File: config.mk
export PLATFORM = sky130hd
export DESIGN_NAME = iom_core
export DESIGN_NICKNAME = d
export VERILOG_FILES = /design/src/inc/iom_pkg.sv /design/src/iom_phase.sv /design/src/iom_alu.sv /design/src/iom_core.sv
export SDC_FILE = /design/constraint.sdc
export NUM_CORES = 1
export LEC_CHECK = 0
export BUFFER_PORTS_ARGS = -buffer_cell sky130_fd_sc_hd__buf_4
export CAP_MARGIN = 20
export CORE_MARGIN = 1
export CORE_UTILIZATION = 41
export CTS_CLUSTER_DIAMETER = 60
export DETAILED_ROUTE_END_ITERATION = 6
export PLACE_DENSITY_LB_ADDON = 0.25
export SLEW_MARGIN = 20
export SYNTH_ARGS = -nofsm -noshare
export SYNTH_HDL_FRONTEND = slang
export SYNTH_SLANG_ARGS = --single-unit
export TNS_END_PERCENT = 20
File: constraint.sdc
create_clock -name SYS_CLK -period 6.2 [get_ports SYS_CLK]
set_input_delay 0.62 -clock SYS_CLK [delete_from_list [all_inputs] [get_ports SYS_CLK]]
set_output_delay 0.62 -clock SYS_CLK [all_outputs]
set_load 0.005 [all_outputs]
File: src/inc/iom_pkg.sv
// Constants, types and decode helpers for the increment/OR/move executor.
// Assumes a single clock domain; all figures are shared by the core files.
package iom_pkg;

    // Instruction field positions
    localparam int unsigned OPC6_HI   = 15;
    localparam int unsigned OPC6_LO   = 10;
    localparam int unsigned D_BIT     = 9;
    localparam int unsigned A_BIT     = 8;
    localparam int unsigned FSEL_HI   = 5;
    localparam int unsigned FSEL_LO   = 4;
    localparam int unsigned KHI_HI    = 3;

    // Opcode patterns
    localparam logic [5:0] OPC6_INC_FILE    = 6'h0A;
    localparam logic [5:0] OPC6_INC_SKIP_Z  = 6'h0F;
    localparam logic [5:0] OPC6_INC_SKIP_NZ = 6'h12;
    localparam logic [5:0] OPC6_OR_FILE     = 6'h04;
    localparam logic [5:0] OPC6_COPY_FILE   = 6'h14;
    localparam logic [7:0] OPC8_IORL   = 8'h09;
    localparam logic [7:0] OPC8_LPTR   = 8'hEE;
    localparam logic [1:0] LPTR_PAD    = 2'h0;
    localparam logic [3:0] TWO_WORD_A  = 4'hC;
    localparam logic [3:0] TWO_WORD_B  = 4'hE;
    localparam logic [1:0] TWO_WORD_BS = 2'h3;

    // Status bit positions
    localparam int unsigned FLG_C  = 0;
    localparam int unsigned FLG_DC = 1;
    localparam int unsigned FLG_Z  = 2;
    localparam int unsigned FLG_OV = 3;
    localparam int unsigned FLG_N  = 4;
    localparam int unsigned STATUS_W = 5;

    // Instruction cycle phases
    localparam logic [1:0] PH_Q1 = 2'h0;
    localparam logic [1:0] PH_Q2 = 2'h1;
    localparam logic [1:0] PH_Q3 = 2'h2;
    localparam logic [1:0] PH_Q4 = 2'h3;

    // Register port map
    localparam logic [3:0] RA_BANK     = 4'h0;
    localparam logic [3:0] RA_ACC      = 4'h1;
    localparam logic [3:0] RA_STATUS   = 4'h2;
    localparam logic [3:0] RA_PTR_BASE = 4'h3;

    localparam logic [7:0]          BANK_RST   = 8'h00;
    localparam logic [7:0]          ACC_RST    = 8'h00;
    localparam logic [STATUS_W-1:0] STATUS_RST = 5'h00;
    localparam logic [3:0]          ACCESS_BANK = 4'h0;
    localparam int unsigned         NUM_PTR    = 3;

    typedef enum logic [1:0] {ST_RUN, ST_PTR_LOW, ST_SKIP1, ST_SKIP2} iom_state_t;
    typedef enum logic [1:0] {ALU_INC, ALU_OR, ALU_PASS} iom_alu_op_t;

    // First word of any two-word instruction
    function automatic logic is_two_word(input logic [15:0] w);
        is_two_word = (w[15:12] == TWO_WORD_A) ||
                      (w[15:12] == TWO_WORD_B && w[11:10] == TWO_WORD_BS);
    endfunction : is_two_word

endpackage : iom_pkg

File: src/iom_phase.sv
// Four-phase instruction cycle sequencer.
// Assumes an active-low reset whose release is already synchronised.
`timescale 1ns/100ps
module iom_phase
    import iom_pkg::*;
(
    input  wire logic       clk,
    input  wire logic       rst_n,
    output logic [1:0]      phase
);
    logic [1:0] phase_reg;
    logic [1:0] phase_next;

    always_comb begin
        phase_next = 2'(phase_reg + 2'h1);
    end

    always_ff @(posedge clk or negedge rst_n) begin
        if (!rst_n) begin
            phase_reg <= PH_Q1;
        end else begin
            phase_reg <= phase_next;
        end
    end

    assign phase = phase_reg;
endmodule : iom_phase

File: src/iom_alu.sv
// Combinational arithmetic for increment, OR and pass-through.
// Assumes operands are stable for the whole Q4 phase.
`timescale 1ns/100ps
module iom_alu
    import iom_pkg::*;
(
    input  iom_alu_op_t       op,
    input  wire logic [7:0]   a,
    input  wire logic [7:0]   b,
    output logic [7:0]        result,
    output logic [STATUS_W-1:0] flags
);
    logic [8:0] sum;

    always_comb begin
        sum   = {1'b0, a} + 9'h001;
        flags = '0;
        unique case (op)
            ALU_INC:  result = sum[7:0];
            ALU_OR:   result = a | b;
            ALU_PASS: result = a;
            default:  result = a;
        endcase
        flags[FLG_C]  = sum[8];
        flags[FLG_DC] = (a[3:0] == 4'hF);
        flags[FLG_OV] = (a == 8'h7F);
        flags[FLG_N]  = result[7];
        flags[FLG_Z]  = (result == 8'h00);
    end
endmodule : iom_alu

File: src/iom_core.sv
// Executes increment, skip-increment, OR, move and pointer-load instructions.
// Assumes the fetch path holds INSTR_WORD through Q1 and data memory answers
// a read in the cycle after DMEM_RD.
// How it works
// - Plain increment adds one to the file register and updates C, DC, N, OV and Z.
// - Destination bit 0 sends the result to the accumulator, 1 back to the file.
// - Bank bit 0 addresses the fixed common bank, 1 the bank select register's bank.
// - The 8-bit file field picks any byte inside the chosen 256-byte bank.
// - Increment-skip-zero writes without flags and skips the next word on a zero result.
// - Increment-skip-nonzero writes without flags and skips the next word on nonzero.
// - Skips take one cycle, two on a skip, three when skipping a two-word instruction.
// - OR-literal ORs the accumulator with the literal into the accumulator, N and Z only.
// - OR-with-file ORs accumulator and file to the chosen destination, N and Z only.
// - Load-pointer puts a 12-bit literal into one of three pointers, flags untouched.
// - Load-pointer takes two cycles: high byte in the first, low byte in the second.
// - Move-file copies the file register to the destination in one cycle, N and Z only.
`timescale 1ns/100ps
module iom_core
    import iom_pkg::*;
(
    input  wire logic        SYS_CLK,
    input  wire logic        ARST_N,
    input  wire logic [15:0] INSTR_WORD,
    output logic             FETCH_NEXT,
    output logic [11:0]      DMEM_ADDR,
    output logic             DMEM_RD,
    input  wire logic [7:0]  DMEM_RDATA,
    output logic [7:0]       DMEM_WDATA,
    output logic             DMEM_WR,
    input  wire logic [3:0]  REG_ADDR,
    input  wire logic [7:0]  REG_WDATA,
    input  wire logic        REG_WR,
    input  wire logic        REG_RD,
    output logic [7:0]       REG_RDATA
);
    logic [1:0]          rst_sync_reg;
    logic                rst_n;
    logic [1:0]          phase;
    logic                q2;
    logic                q3;
    logic                q4;

    iom_state_t          state_reg,  state_next;
    logic [15:0]         instr_reg,  instr_next;
    logic [7:0]          acc_reg,    acc_next;
    logic [STATUS_W-1:0] status_reg, status_next;
    logic [7:0]          bank_reg,   bank_next;
    logic [1:0]          psel_reg,   psel_next;
    logic [7:0]          ptr_hi_reg [NUM_PTR];
    logic [7:0]          ptr_hi_next[NUM_PTR];
    logic [7:0]          ptr_lo_reg [NUM_PTR];
    logic [7:0]          ptr_lo_next[NUM_PTR];
    logic [11:0]         addr_reg,   addr_next;
    logic                rd_reg,     rd_next;
    logic                wr_reg,     wr_next;
    logic [7:0]          wdata_reg,  wdata_next;
    logic                fetch_reg,  fetch_next;
    logic [7:0]          rdata_reg,  rdata_next;

    logic                run;
    logic [5:0]          opc6;
    logic                op_inc, op_isz, op_isnz, op_orf, op_copy;
    logic                op_iorl, op_lptr, file_op, nz_only;
    iom_alu_op_t         alu_op;
    logic [7:0]          alu_a;
    logic [7:0]          alu_res;
    logic [STATUS_W-1:0] alu_flags;
    logic                skip_taken;

    // Reset release synchroniser; the assertion edge stays asynchronous
    always_ff @(posedge SYS_CLK or negedge ARST_N) begin
        if (!ARST_N) begin
            rst_sync_reg <= 2'b00;
        end else begin
            rst_sync_reg <= {rst_sync_reg[0], 1'b1};
        end
    end
    assign rst_n = rst_sync_reg[1];

    iom_phase u_phase (
        .clk   (SYS_CLK),
        .rst_n (rst_n),
        .phase (phase)
    );

    assign q2 = (phase == PH_Q2);
    assign q3 = (phase == PH_Q3);
    assign q4 = (phase == PH_Q4);

    // Decode is only live in a normal execute cycle; skipped words do nothing
    assign run      = (state_reg == ST_RUN);
    assign opc6     = instr_reg[OPC6_HI:OPC6_LO];
    assign op_inc   = run && opc6 == OPC6_INC_FILE;
    assign op_isz   = run && opc6 == OPC6_INC_SKIP_Z;
    assign op_isnz  = run && opc6 == OPC6_INC_SKIP_NZ;
    assign op_orf   = run && opc6 == OPC6_OR_FILE;
    assign op_copy  = run && opc6 == OPC6_COPY_FILE;
    assign op_iorl  = run && instr_reg[15:8] == OPC8_IORL;
    assign op_lptr  = run && instr_reg[15:8] == OPC8_LPTR
                      && instr_reg[7:6] == LPTR_PAD;
    assign file_op  = op_inc || op_isz || op_isnz || op_orf || op_copy;
    assign nz_only  = op_orf || op_copy || op_iorl;

    always_comb begin
        if (op_orf || op_iorl) begin
            alu_op = ALU_OR;
        end else if (op_copy) begin
            alu_op = ALU_PASS;
        end else begin
            alu_op = ALU_INC;
        end
        alu_a = file_op ? DMEM_RDATA : instr_reg[7:0];
    end

    iom_alu u_alu (
        .op     (alu_op),
        .a      (alu_a),
        .b      (acc_reg),
        .result (alu_res),
        .flags  (alu_flags)
    );

    assign skip_taken = (op_isz && alu_res == 8'h00)
                     || (op_isnz && alu_res != 8'h00);

    always_comb begin
        state_next  = state_reg;
        instr_next  = instr_reg;
        acc_next    = acc_reg;
        status_next = status_reg;
        bank_next   = bank_reg;
        psel_next   = psel_reg;
        ptr_hi_next = ptr_hi_reg;
        ptr_lo_next = ptr_lo_reg;
        addr_next   = addr_reg;
        rd_next     = 1'b0;
        wr_next     = 1'b0;
        wdata_next  = wdata_reg;
        fetch_next  = q3;
        rdata_next  = 8'h00;

        if (phase == PH_Q1) begin
            instr_next = INSTR_WORD;
        end

        // Software writes first so a core commit in the same cycle wins
        if (REG_WR) begin
            unique case (REG_ADDR)
                RA_BANK:   bank_next   = REG_WDATA;
                RA_ACC:    acc_next    = REG_WDATA;
                RA_STATUS: status_next = REG_WDATA[STATUS_W-1:0];
                default:   ;
            endcase
        end
        if (REG_RD) begin
            unique case (REG_ADDR)
                RA_BANK:   rdata_next = bank_reg;
                RA_ACC:    rdata_next = acc_reg;
                RA_STATUS: rdata_next = {{(8-STATUS_W){1'b0}}, status_reg};
                default:   rdata_next = 8'h00;
            endcase
            for (int i = 0; i < NUM_PTR; i++) begin
                if (REG_ADDR == 4'(RA_PTR_BASE + 2 * i)) begin
                    rdata_next = ptr_hi_reg[i];
                end
                if (REG_ADDR == 4'(RA_PTR_BASE + 2 * i + 1)) begin
                    rdata_next = ptr_lo_reg[i];
                end
            end
        end

        // Read issued at end of Q2 so data arrives during Q4
        if (q2 && file_op) begin
            rd_next = 1'b1;
            if (instr_reg[A_BIT]) begin
                addr_next = {bank_reg[3:0], instr_reg[7:0]};
            end else begin
                addr_next = {ACCESS_BANK, instr_reg[7:0]};
            end
        end

        if (q4) begin
            unique case (state_reg)
                ST_RUN: begin
                    if (file_op || op_iorl) begin
                        wdata_next = alu_res;
                        if (file_op && instr_reg[D_BIT]) begin
                            wr_next = 1'b1;
                        end else begin
                            acc_next = alu_res;
                        end
                    end
                    if (op_inc) begin
                        status_next = alu_flags;
                    end
                    if (nz_only) begin
                        status_next[FLG_N] = alu_flags[FLG_N];
                        status_next[FLG_Z] = alu_flags[FLG_Z];
                    end
                    if (op_lptr) begin
                        psel_next = instr_reg[FSEL_HI:FSEL_LO];
                        if (32'(instr_reg[FSEL_HI:FSEL_LO]) < NUM_PTR) begin
                            ptr_hi_next[instr_reg[FSEL_HI:FSEL_LO]] =
                                {4'h0, instr_reg[KHI_HI:0]};
                        end
                        state_next = ST_PTR_LOW;
                    end else if (skip_taken) begin
                        state_next = ST_SKIP1;
                    end
                end
                ST_PTR_LOW: begin
                    if (32'(psel_reg) < NUM_PTR) begin
                        ptr_lo_next[psel_reg] = instr_reg[7:0];
                    end
                    state_next = ST_RUN;
                end
                ST_SKIP1: begin
                    // Discarded word stays a no-op; its second word too
                    if (is_two_word(instr_reg)) begin
                        state_next = ST_SKIP2;
                    end else begin
                        state_next = ST_RUN;
                    end
                end
                ST_SKIP2: state_next = ST_RUN;
            endcase
        end
    end

    always_ff @(posedge SYS_CLK or negedge rst_n) begin
        if (!rst_n) begin
            state_reg  <= ST_RUN;
            instr_reg  <= 16'h0000;
            acc_reg    <= ACC_RST;
            status_reg <= STATUS_RST;
            bank_reg   <= BANK_RST;
            psel_reg   <= 2'h0;
            for (int i = 0; i < NUM_PTR; i++) begin
                ptr_hi_reg[i] <= 8'h00;
                ptr_lo_reg[i] <= 8'h00;
            end
            addr_reg   <= 12'h000;
            rd_reg     <= 1'b0;
            wr_reg     <= 1'b0;
            wdata_reg  <= 8'h00;
            fetch_reg  <= 1'b0;
            rdata_reg  <= 8'h00;
        end else begin
            state_reg  <= state_next;
            instr_reg  <= instr_next;
            acc_reg    <= acc_next;
            status_reg <= status_next;
            bank_reg   <= bank_next;
            psel_reg   <= psel_next;
            ptr_hi_reg <= ptr_hi_next;
            ptr_lo_reg <= ptr_lo_next;
            addr_reg   <= addr_next;
            rd_reg     <= rd_next;
            wr_reg     <= wr_next;
            wdata_reg  <= wdata_next;
            fetch_reg  <= fetch_next;
            rdata_reg  <= rdata_next;
        end
    end

    assign FETCH_NEXT = fetch_reg;
    assign DMEM_ADDR  = addr_reg;
    assign DMEM_RD    = rd_reg;
    assign DMEM_WDATA = wdata_reg;
    assign DMEM_WR    = wr_reg;
    assign REG_RDATA  = rdata_reg;
endmodule : iom_core

==> results.sh, run 1 <==
export IMPL_crit_top_cell="nor2_2"
export IMPL_relSlewSlack_pct=38.7
export IMPL_cp_end_kind="register"
export IMPL_crit_slowest_cell="a211oi_4"
export IMPL_yosysTopAreaCellShare_pct=50.5
export IMPL_cpLargestDelayFamily="compound AO/OA/AOI/OAI gates"
export IMPL_dieArea_um2=14000
export IMPL_grt_use_total_pct=20.8
export IMPL_routed_wl_mm=13.8
export IMPL_ctsHoldBuffers=0
export IMPL_synth_avg_cell_area_um2=11.2
export IMPL_drt_iter0_markers=235
export IMPL_syn_to_final_growth_pct=16.6
export IMPL_hold_violations=0
export IMPL_syn_area_um2=5560
export IMPL_fp_dieH_um=118
export IMPL_largest_reg_flops=24
export IMPL_rsz0062_at_grt="no"
export IMPL_place_area_um2=6210
export IMPL_vias=4067
export IMPL_synth_seq_cells=112
export IMPL_layout_min_cycle_time_ns=3.41
export IMPL_clock_latency_ns=0.35
export IMPL_crit_buf_inv=0
export IMPL_grt_pass1_wl_mm=22.3
export IMPL_r2r_slack_ns=2.79
export IMPL_crit_chain="nor2_2 -> a21oi_1 -> a211oi_4 -> a41oi_1 -> nor2_2 -> nand2_1 -> o21ba_2 -> a221o_1"
export IMPL_yosys_top_cells_area="dfrtp_1, mux2_2, nand2_1"
export IMPL_layout_drive_gt1_share_pct=32.1
export IMPL_ys_seq_area_share_pct=50.5
export IMPL_dp_hpwl_mm=9.98
export IMPL_core_area_um2=13200
export IMPL_grt_antenna_before_repair=0
export IMPL_synth_fp_nets=542
export IMPL_n_antenna_cell=0
export IMPL_start_util_pct=42.0
export IMPL_whs_ns=0.0334
export IMPL_cpPeakStageDelay_ns=0.74
export IMPL_fin_nets=601
export IMPL_synthMostInstantiatedCell="dfrtp_1"
export IMPL_worst_pin_slew_ns=0.920
export IMPL_synth_area_leader_cell="dfrtp_1"
export IMPL_cp_arrival_ns=3.64
export IMPL_cts_tree="yes"
export IMPL_yosysWarningCount=0
export IMPL_async_flop_share_pct=100
export IMPL_ios=71
export IMPL_critical_path_class="reg2reg"
export IMPL_grt_start_max_net_pins=75
export IMPL_rows=42
export IMPL_max_freq_ghz=0.293
export IMPL_min_period_over_period_pct=55.0
export IMPL_ctsResizeCount=0
export IMPL_status="finished clean"
export IMPL_drv_slew=0
export IMPL_placement_io_buffers=70
export IMPL_clkSinkCount=112
export IMPL_synthFlopType="dfrtp_1"
export IMPL_first_pass_iters=4
export IMPL_drt_vias_per_instance=5.52
export IMPL_cts_reportedPaths_clkPinSlew_ns=0.07
export IMPL_ant_nets=0
export IMPL_cts_path_max_buffers=2
export IMPL_syn_inst=498
export IMPL_cap_violations=0
export IMPL_cts_setup_buffers=0
export IMPL_first_global_vias=4193
export IMPL_stdcell_area_um2=6480
export IMPL_wl_per_cell_um=18.7
export IMPL_h_tree_depth=3
export IMPL_synth_edf_count=0
export IMPL_grt_ovfl_total=0
export IMPL_setup_viol=0
export IMPL_peakVddDrop_mv=0.128
export IMPL_p_leak_nw=2.91
export IMPL_min_path_type="in2async"
export IMPL_critPathRequiredTime_ns=6.43
export IMPL_skew_ns=0.00868
export IMPL_fin_setup_tns_ns=0
export IMPL_cp_max_fo=18
export IMPL_gp_congestion=0.861
export IMPL_drc=0
export IMPL_cts_buffers_inserted=9
export IMPL_synth_cell_types=71
export IMPL_start_kind="register"
export IMPL_clockRootBuffer="clkbuf_16"
export IMPL_netlist_top_cells_count="dfrtp_1, mux2_2, nand2_1, a21oi_1, o21ai_0"
export IMPL_power_density_nw_per_um2=253
export IMPL_die_w_um=118
[placed cells by master (no fill, tap or decap), types with 2 or more instances in the layout]
| cell type | Yosys | routed |
|---|---|---|
| and2_1 | 4 | 4 |
| or2b_1 | 2 | 2 |
| xor2_1 | 2 | 2 |
| o21ai_0 | 24 | 24 |
| ha_1 | 4 | 4 |
| nor3b_1 | 3 | 3 |
| nor2b_1 | 5 | 5 |
| mux4_2 | 4 | 4 |
| a221oi_1 | 2 | 2 |
| a31oi_1 | 4 | 4 |
| nand3b_1 | 4 | 4 |
| a21boi_0 | 5 | 5 |
| a221o_1 | 4 | 4 |
| mux2_2 | 69 | 69 |
| a22oi_1 | 8 | 8 |
| o32ai_1 | 3 | 3 |
| nor4_1 | 4 | 4 |
| nand2_1 | 68 | 68 |
| dfrtp_1 | 112 | 111 |
| nor2_1 | 19 | 19 |
| a21oi_1 | 26 | 26 |
| nor2_2 | 2 | 2 |
| o31ai_1 | 4 | 4 |
| buf_4 | 2 | 74 |
| o21a_1 | 2 | 2 |
| and3_1 | 5 | 5 |
| nand4_1 | 5 | 5 |
| nor3_1 | 7 | 7 |
| inv_1 | 6 | 6 |
| mux2i_1 | 16 | 16 |
| xnor2_1 | 8 | 8 |
| nand3_1 | 7 | 7 |
| clkinv_2 | 0 | 3 |
| clkbuf_16 | 0 | 9 |
[layout make-up]
cell class	count	area, µm²
clock buffer	10	239
clock inverter	5	31.3
fill	1254	6760
inverter	7	26.3
multi-input combinational	353	2600
sequential	112	2810
tap	176	220
timing repair buffer	74	556
[worst register-to-register path, stage by stage, from the launching register on]
cell and delay, ns:
dfrtp_1 0.49, nor2_2 0.23, a21oi_1 0.14, a211oi_4 0.74, a41oi_1 0.23, nor2_2 0.53
nand2_1 0.33, o21ba_2 0.31, a221o_1 0.29
[report_power, final]
part,internal (W),switching (W)
clock,0.000281,0.000261
combinational,0.000126,0.000100
sequential,0.000797,0.0000771
total,0.00120,0.000438
[metrics by stage]
stage | setup WS [ns] | total power, W | utilization, % | instances
after floorplan | 2.85 | 0.000997 | - | 498
after global placement | 2.96 | 0.00111 | 46.9 | 722
after detailed placement | 2.83 | 0.00112 | 46.9 | 722
after CTS | 2.81 | 0.00166 | 48.9 | 737
after global routing | 2.54 | 0.00171 | 48.9 | 737
final | 2.79 | 0.00164 | 48.9 | 737
[cells by family (layout without fill, tap and decap cells)]
group	count (synthesis)	count (layout)	share of synthesized area, %
compound gates	101	101	12.5
xor+xnor	10	10	1.58
fa+ha+maj	4	4	0.901
buf+inv	33	96	2.75
flops	112	112	50.5
mux	89	89	18.5
other cells	1	1	0.0675
simple gates	148	148	13.2
[metal layers]
layer | GRT usage, % | routed length (µm) | up-vias
li1 | - | - | 1911
met1 | 27.1 | 6160 | 2032
met2 | 34.4 | 6810 | 102
met3 | 4.39 | 543 | 22
met4 | 7.44 | 283 | 0
met5 | 0 | 0 | -
[path summary, 6_finish.rpt]
kind                                 start         endpoint  cells past startpoint
setup / recovery             instr_reg[10]       acc_reg[2]                      8
hold / removal                      ARST_N  rst_sync_reg[1]                      1
setup reg to reg             instr_reg[10]       acc_reg[2]                      8
hold reg to reg            rst_sync_reg[1]     REG_RDATA[6]                      0
max in group asynchronous  rst_sync_reg[1]     instr_reg[4]                      1
min in group SYS_CLK       rst_sync_reg[0]  rst_sync_reg[1]                      0
Power figures use the tool's default switching activity.
==> run 2, diff against run 1 <==
- clock period: 6.2 -> 3.1 ns (I/O delays scaled with it)
==> run 2 against run 1 <==
Wire length is 2.9% higher; clock skew rose by 0.0018 ns; register-to-register slack got worse by 2.6 ns; setup slack worse by 2.6 ns; total power rose by 100%; worst hold slack better by 0.15 ns; sequential share of layout area fell by 1.8 points; largest power group unchanged; via count increased by 3.5%; non-clock buffer count grew 32; critical path depth unchanged; cell area rose by 4.3%; critical endpoint is now state_reg[1].
==> results.sh, run 2 (synthesis gave the netlist of run 1 again) <==
export IMPL_cap_violations=0
export IMPL_layout_drive_gt1_share_pct=35.5
export IMPL_r2r_end="state_reg[1]"
export IMPL_drt_iter0_markers=238
export IMPL_ctsResizeCount=0
export IMPL_routed_wl_mm=14.2
export IMPL_rsz0062_at_grt="no"
export IMPL_grt_start_max_net_pins=46
export IMPL_start_util_pct=42.0
export IMPL_core_area_um2=13200
export IMPL_fillers=1250
export IMPL_hold_violations=0
export IMPL_clockRootBuffer="clkbuf_16"
export IMPL_syn_to_final_growth_pct=21.7
export IMPL_cts_tree="yes"
export IMPL_p_leak_nw=3.07
export IMPL_setup_viol=0
export IMPL_cts_reportedPaths_clkPinSlew_ns=0.08
export IMPL_most_common_layout_cells="dfrtp_1, buf_4, mux2_2, nand2_1, a21oi_1"
export IMPL_relSlewSlack_pct=47.2
export IMPL_ant_nets=0
export IMPL_first_pass_iters=4
export IMPL_power_density_nw_per_um2=495
export IMPL_peakVddDrop_mv=0.277
export IMPL_cp_max_fo=12
export IMPL_placement_io_buffers=70
export IMPL_drv_slew=0
export IMPL_die_w_um=118
export IMPL_gp_congestion=0.866
export IMPL_rows=42
export IMPL_cts_buffers_inserted=9
export IMPL_cts_path_max_buffers=2
export IMPL_grt_antenna_before_repair=0
export IMPL_cp_arrival_ns=3.20
export IMPL_fin_nets=633
export IMPL_critPathRequiredTime_ns=3.38
export IMPL_min_path_type="in2reg"
export IMPL_start_kind="register"
export IMPL_dieArea_um2=14000
export IMPL_h_tree_depth=3
export IMPL_grt_ovfl_total=0
export IMPL_min_period_over_period_pct=94.3
export IMPL_grt_use_total_pct=21.9
export IMPL_clock_latency_ns=0.36
export IMPL_r2r_slack_ns=0.18
export IMPL_layout_commonest_cell="dfrtp_1"
export IMPL_status="finished clean"
export IMPL_reg2reg_from="instr_reg[12]"
export IMPL_dp_hpwl_mm=10.6
export IMPL_fin_setup_tns_ns=0
export IMPL_drc=0
export IMPL_worstRegToRegCells=8
export IMPL_drt_vias_per_instance=5.46
export IMPL_first_global_vias=4331
export IMPL_worst_pin_slew_ns=0.792
export IMPL_fp_dieH_um=118
export IMPL_whs_ns=0.180
export IMPL_n_antenna_cell=0
export IMPL_vias=4208
export IMPL_cp_end_kind="register"
export IMPL_ios=71
export IMPL_crit_start="instr_reg[12]"
export IMPL_grt_pass1_wl_mm=23.5
export IMPL_largest_reg_flops=24
export IMPL_layout_min_cycle_time_ns=2.92
export IMPL_worstSetupEndpoint="state_reg[1]"
export IMPL_skew_ns=0.0105
export IMPL_max_freq_ghz=0.342
export IMPL_fin_util_pct=51.0
export IMPL_wl_per_cell_um=18.4
export IMPL_critical_path_class="reg2reg"
export IMPL_clkSinkCount=112
-- run 2: cell count changes in the layout (fill, tap and decap cells not counted) --
cell / before / now
dlygate4sd3_1: 0 / 1
inv_8: 0 / 1
clkinv_2: 3 / 1
buf_4: 74 / 103
buf_12: 0 / 2
clkinvlp_4: 1 / 2
clkbuf_1: 0 / 1
-- run 2: power breakdown --
part	leakage (nW)	switching, W	internal, W
sequential	1.44	0.000140	0.00159
clock	0.134	0.000540	0.000575
combinational	1.50	0.000224	0.000274
total	3.07	0.000903	0.00244
-- run 2: what timing repair did --
item | in CTS | in global routing
buffers inserted | 2 | 2
hold buffers | 1 | 0
endpoints found under the setup margin | 1 | 1
endpoints found under the hold margin | 2 | 0
pin swaps | 1 | 1
-- run 2: metrics by stage --
step	setup WS, ns	instance area (µm²)	power (W)	cells
after detailed placement	0.00966	6420	0.00226	749
after global placement	0.127	6420	0.00225	749
after CTS	0.0759	6730	0.00338	768
after floorplan	0.469	5560	0.00199	498
final	0.176	6760	0.00335	770
after global routing	0.0177	6760	0.00350	770
-- run 2: metal layers --
metal | track usage [%] | share of wire, % | vias up
met5 | 0 | 0 | -
met3 | 4.49 | 3.7 | 20
met4 | 6.41 | 1.8 | 0
met2 | 36.3 | 50 | 106
met1 | 29.0 | 45 | 2101
li1 | - | - | 1981
-- run 2: critical path, stage by stage (launching register included) --
cell and delay (ns):
dfrtp_1 0.51, and4bb_2 0.29, a21o_2 0.30, a21boi_0 0.24, xnor2_1 0.20, mux2i_1 0.17, a2111o_1 0.45, or4_1 0.52
a31oi_1 0.17
-- run 2: layout make-up --
type                    instances  area, µm²  share of cell area [%]
repair buffers                106        823                    12.2
well taps                     176        220                    3.26
clock buffers                  11        243                    3.59
clock inverters                 5       40.0                   0.592
inverters                       7       26.3                   0.389
flip-flops and latches        112       2810                    41.5
multi-input cells             353       2600                    38.5
-- run 2: how the worst min path moves through the flow --
stage                  startpoint              end  slack [ns]  cells past startpoint
finish              INSTR_WORD[9]     instr_reg[9]        0.18                      2
global route        INSTR_WORD[5]     instr_reg[5]        0.17                      2
CTS                 INSTR_WORD[9]     instr_reg[9]        0.18                      2
detailed placement         ARST_N  rst_sync_reg[0]        0.09                      1
global placement           ARST_N  rst_sync_reg[0]        0.09                      1
floorplan                  ARST_N  rst_sync_reg[0]        0.01                      0
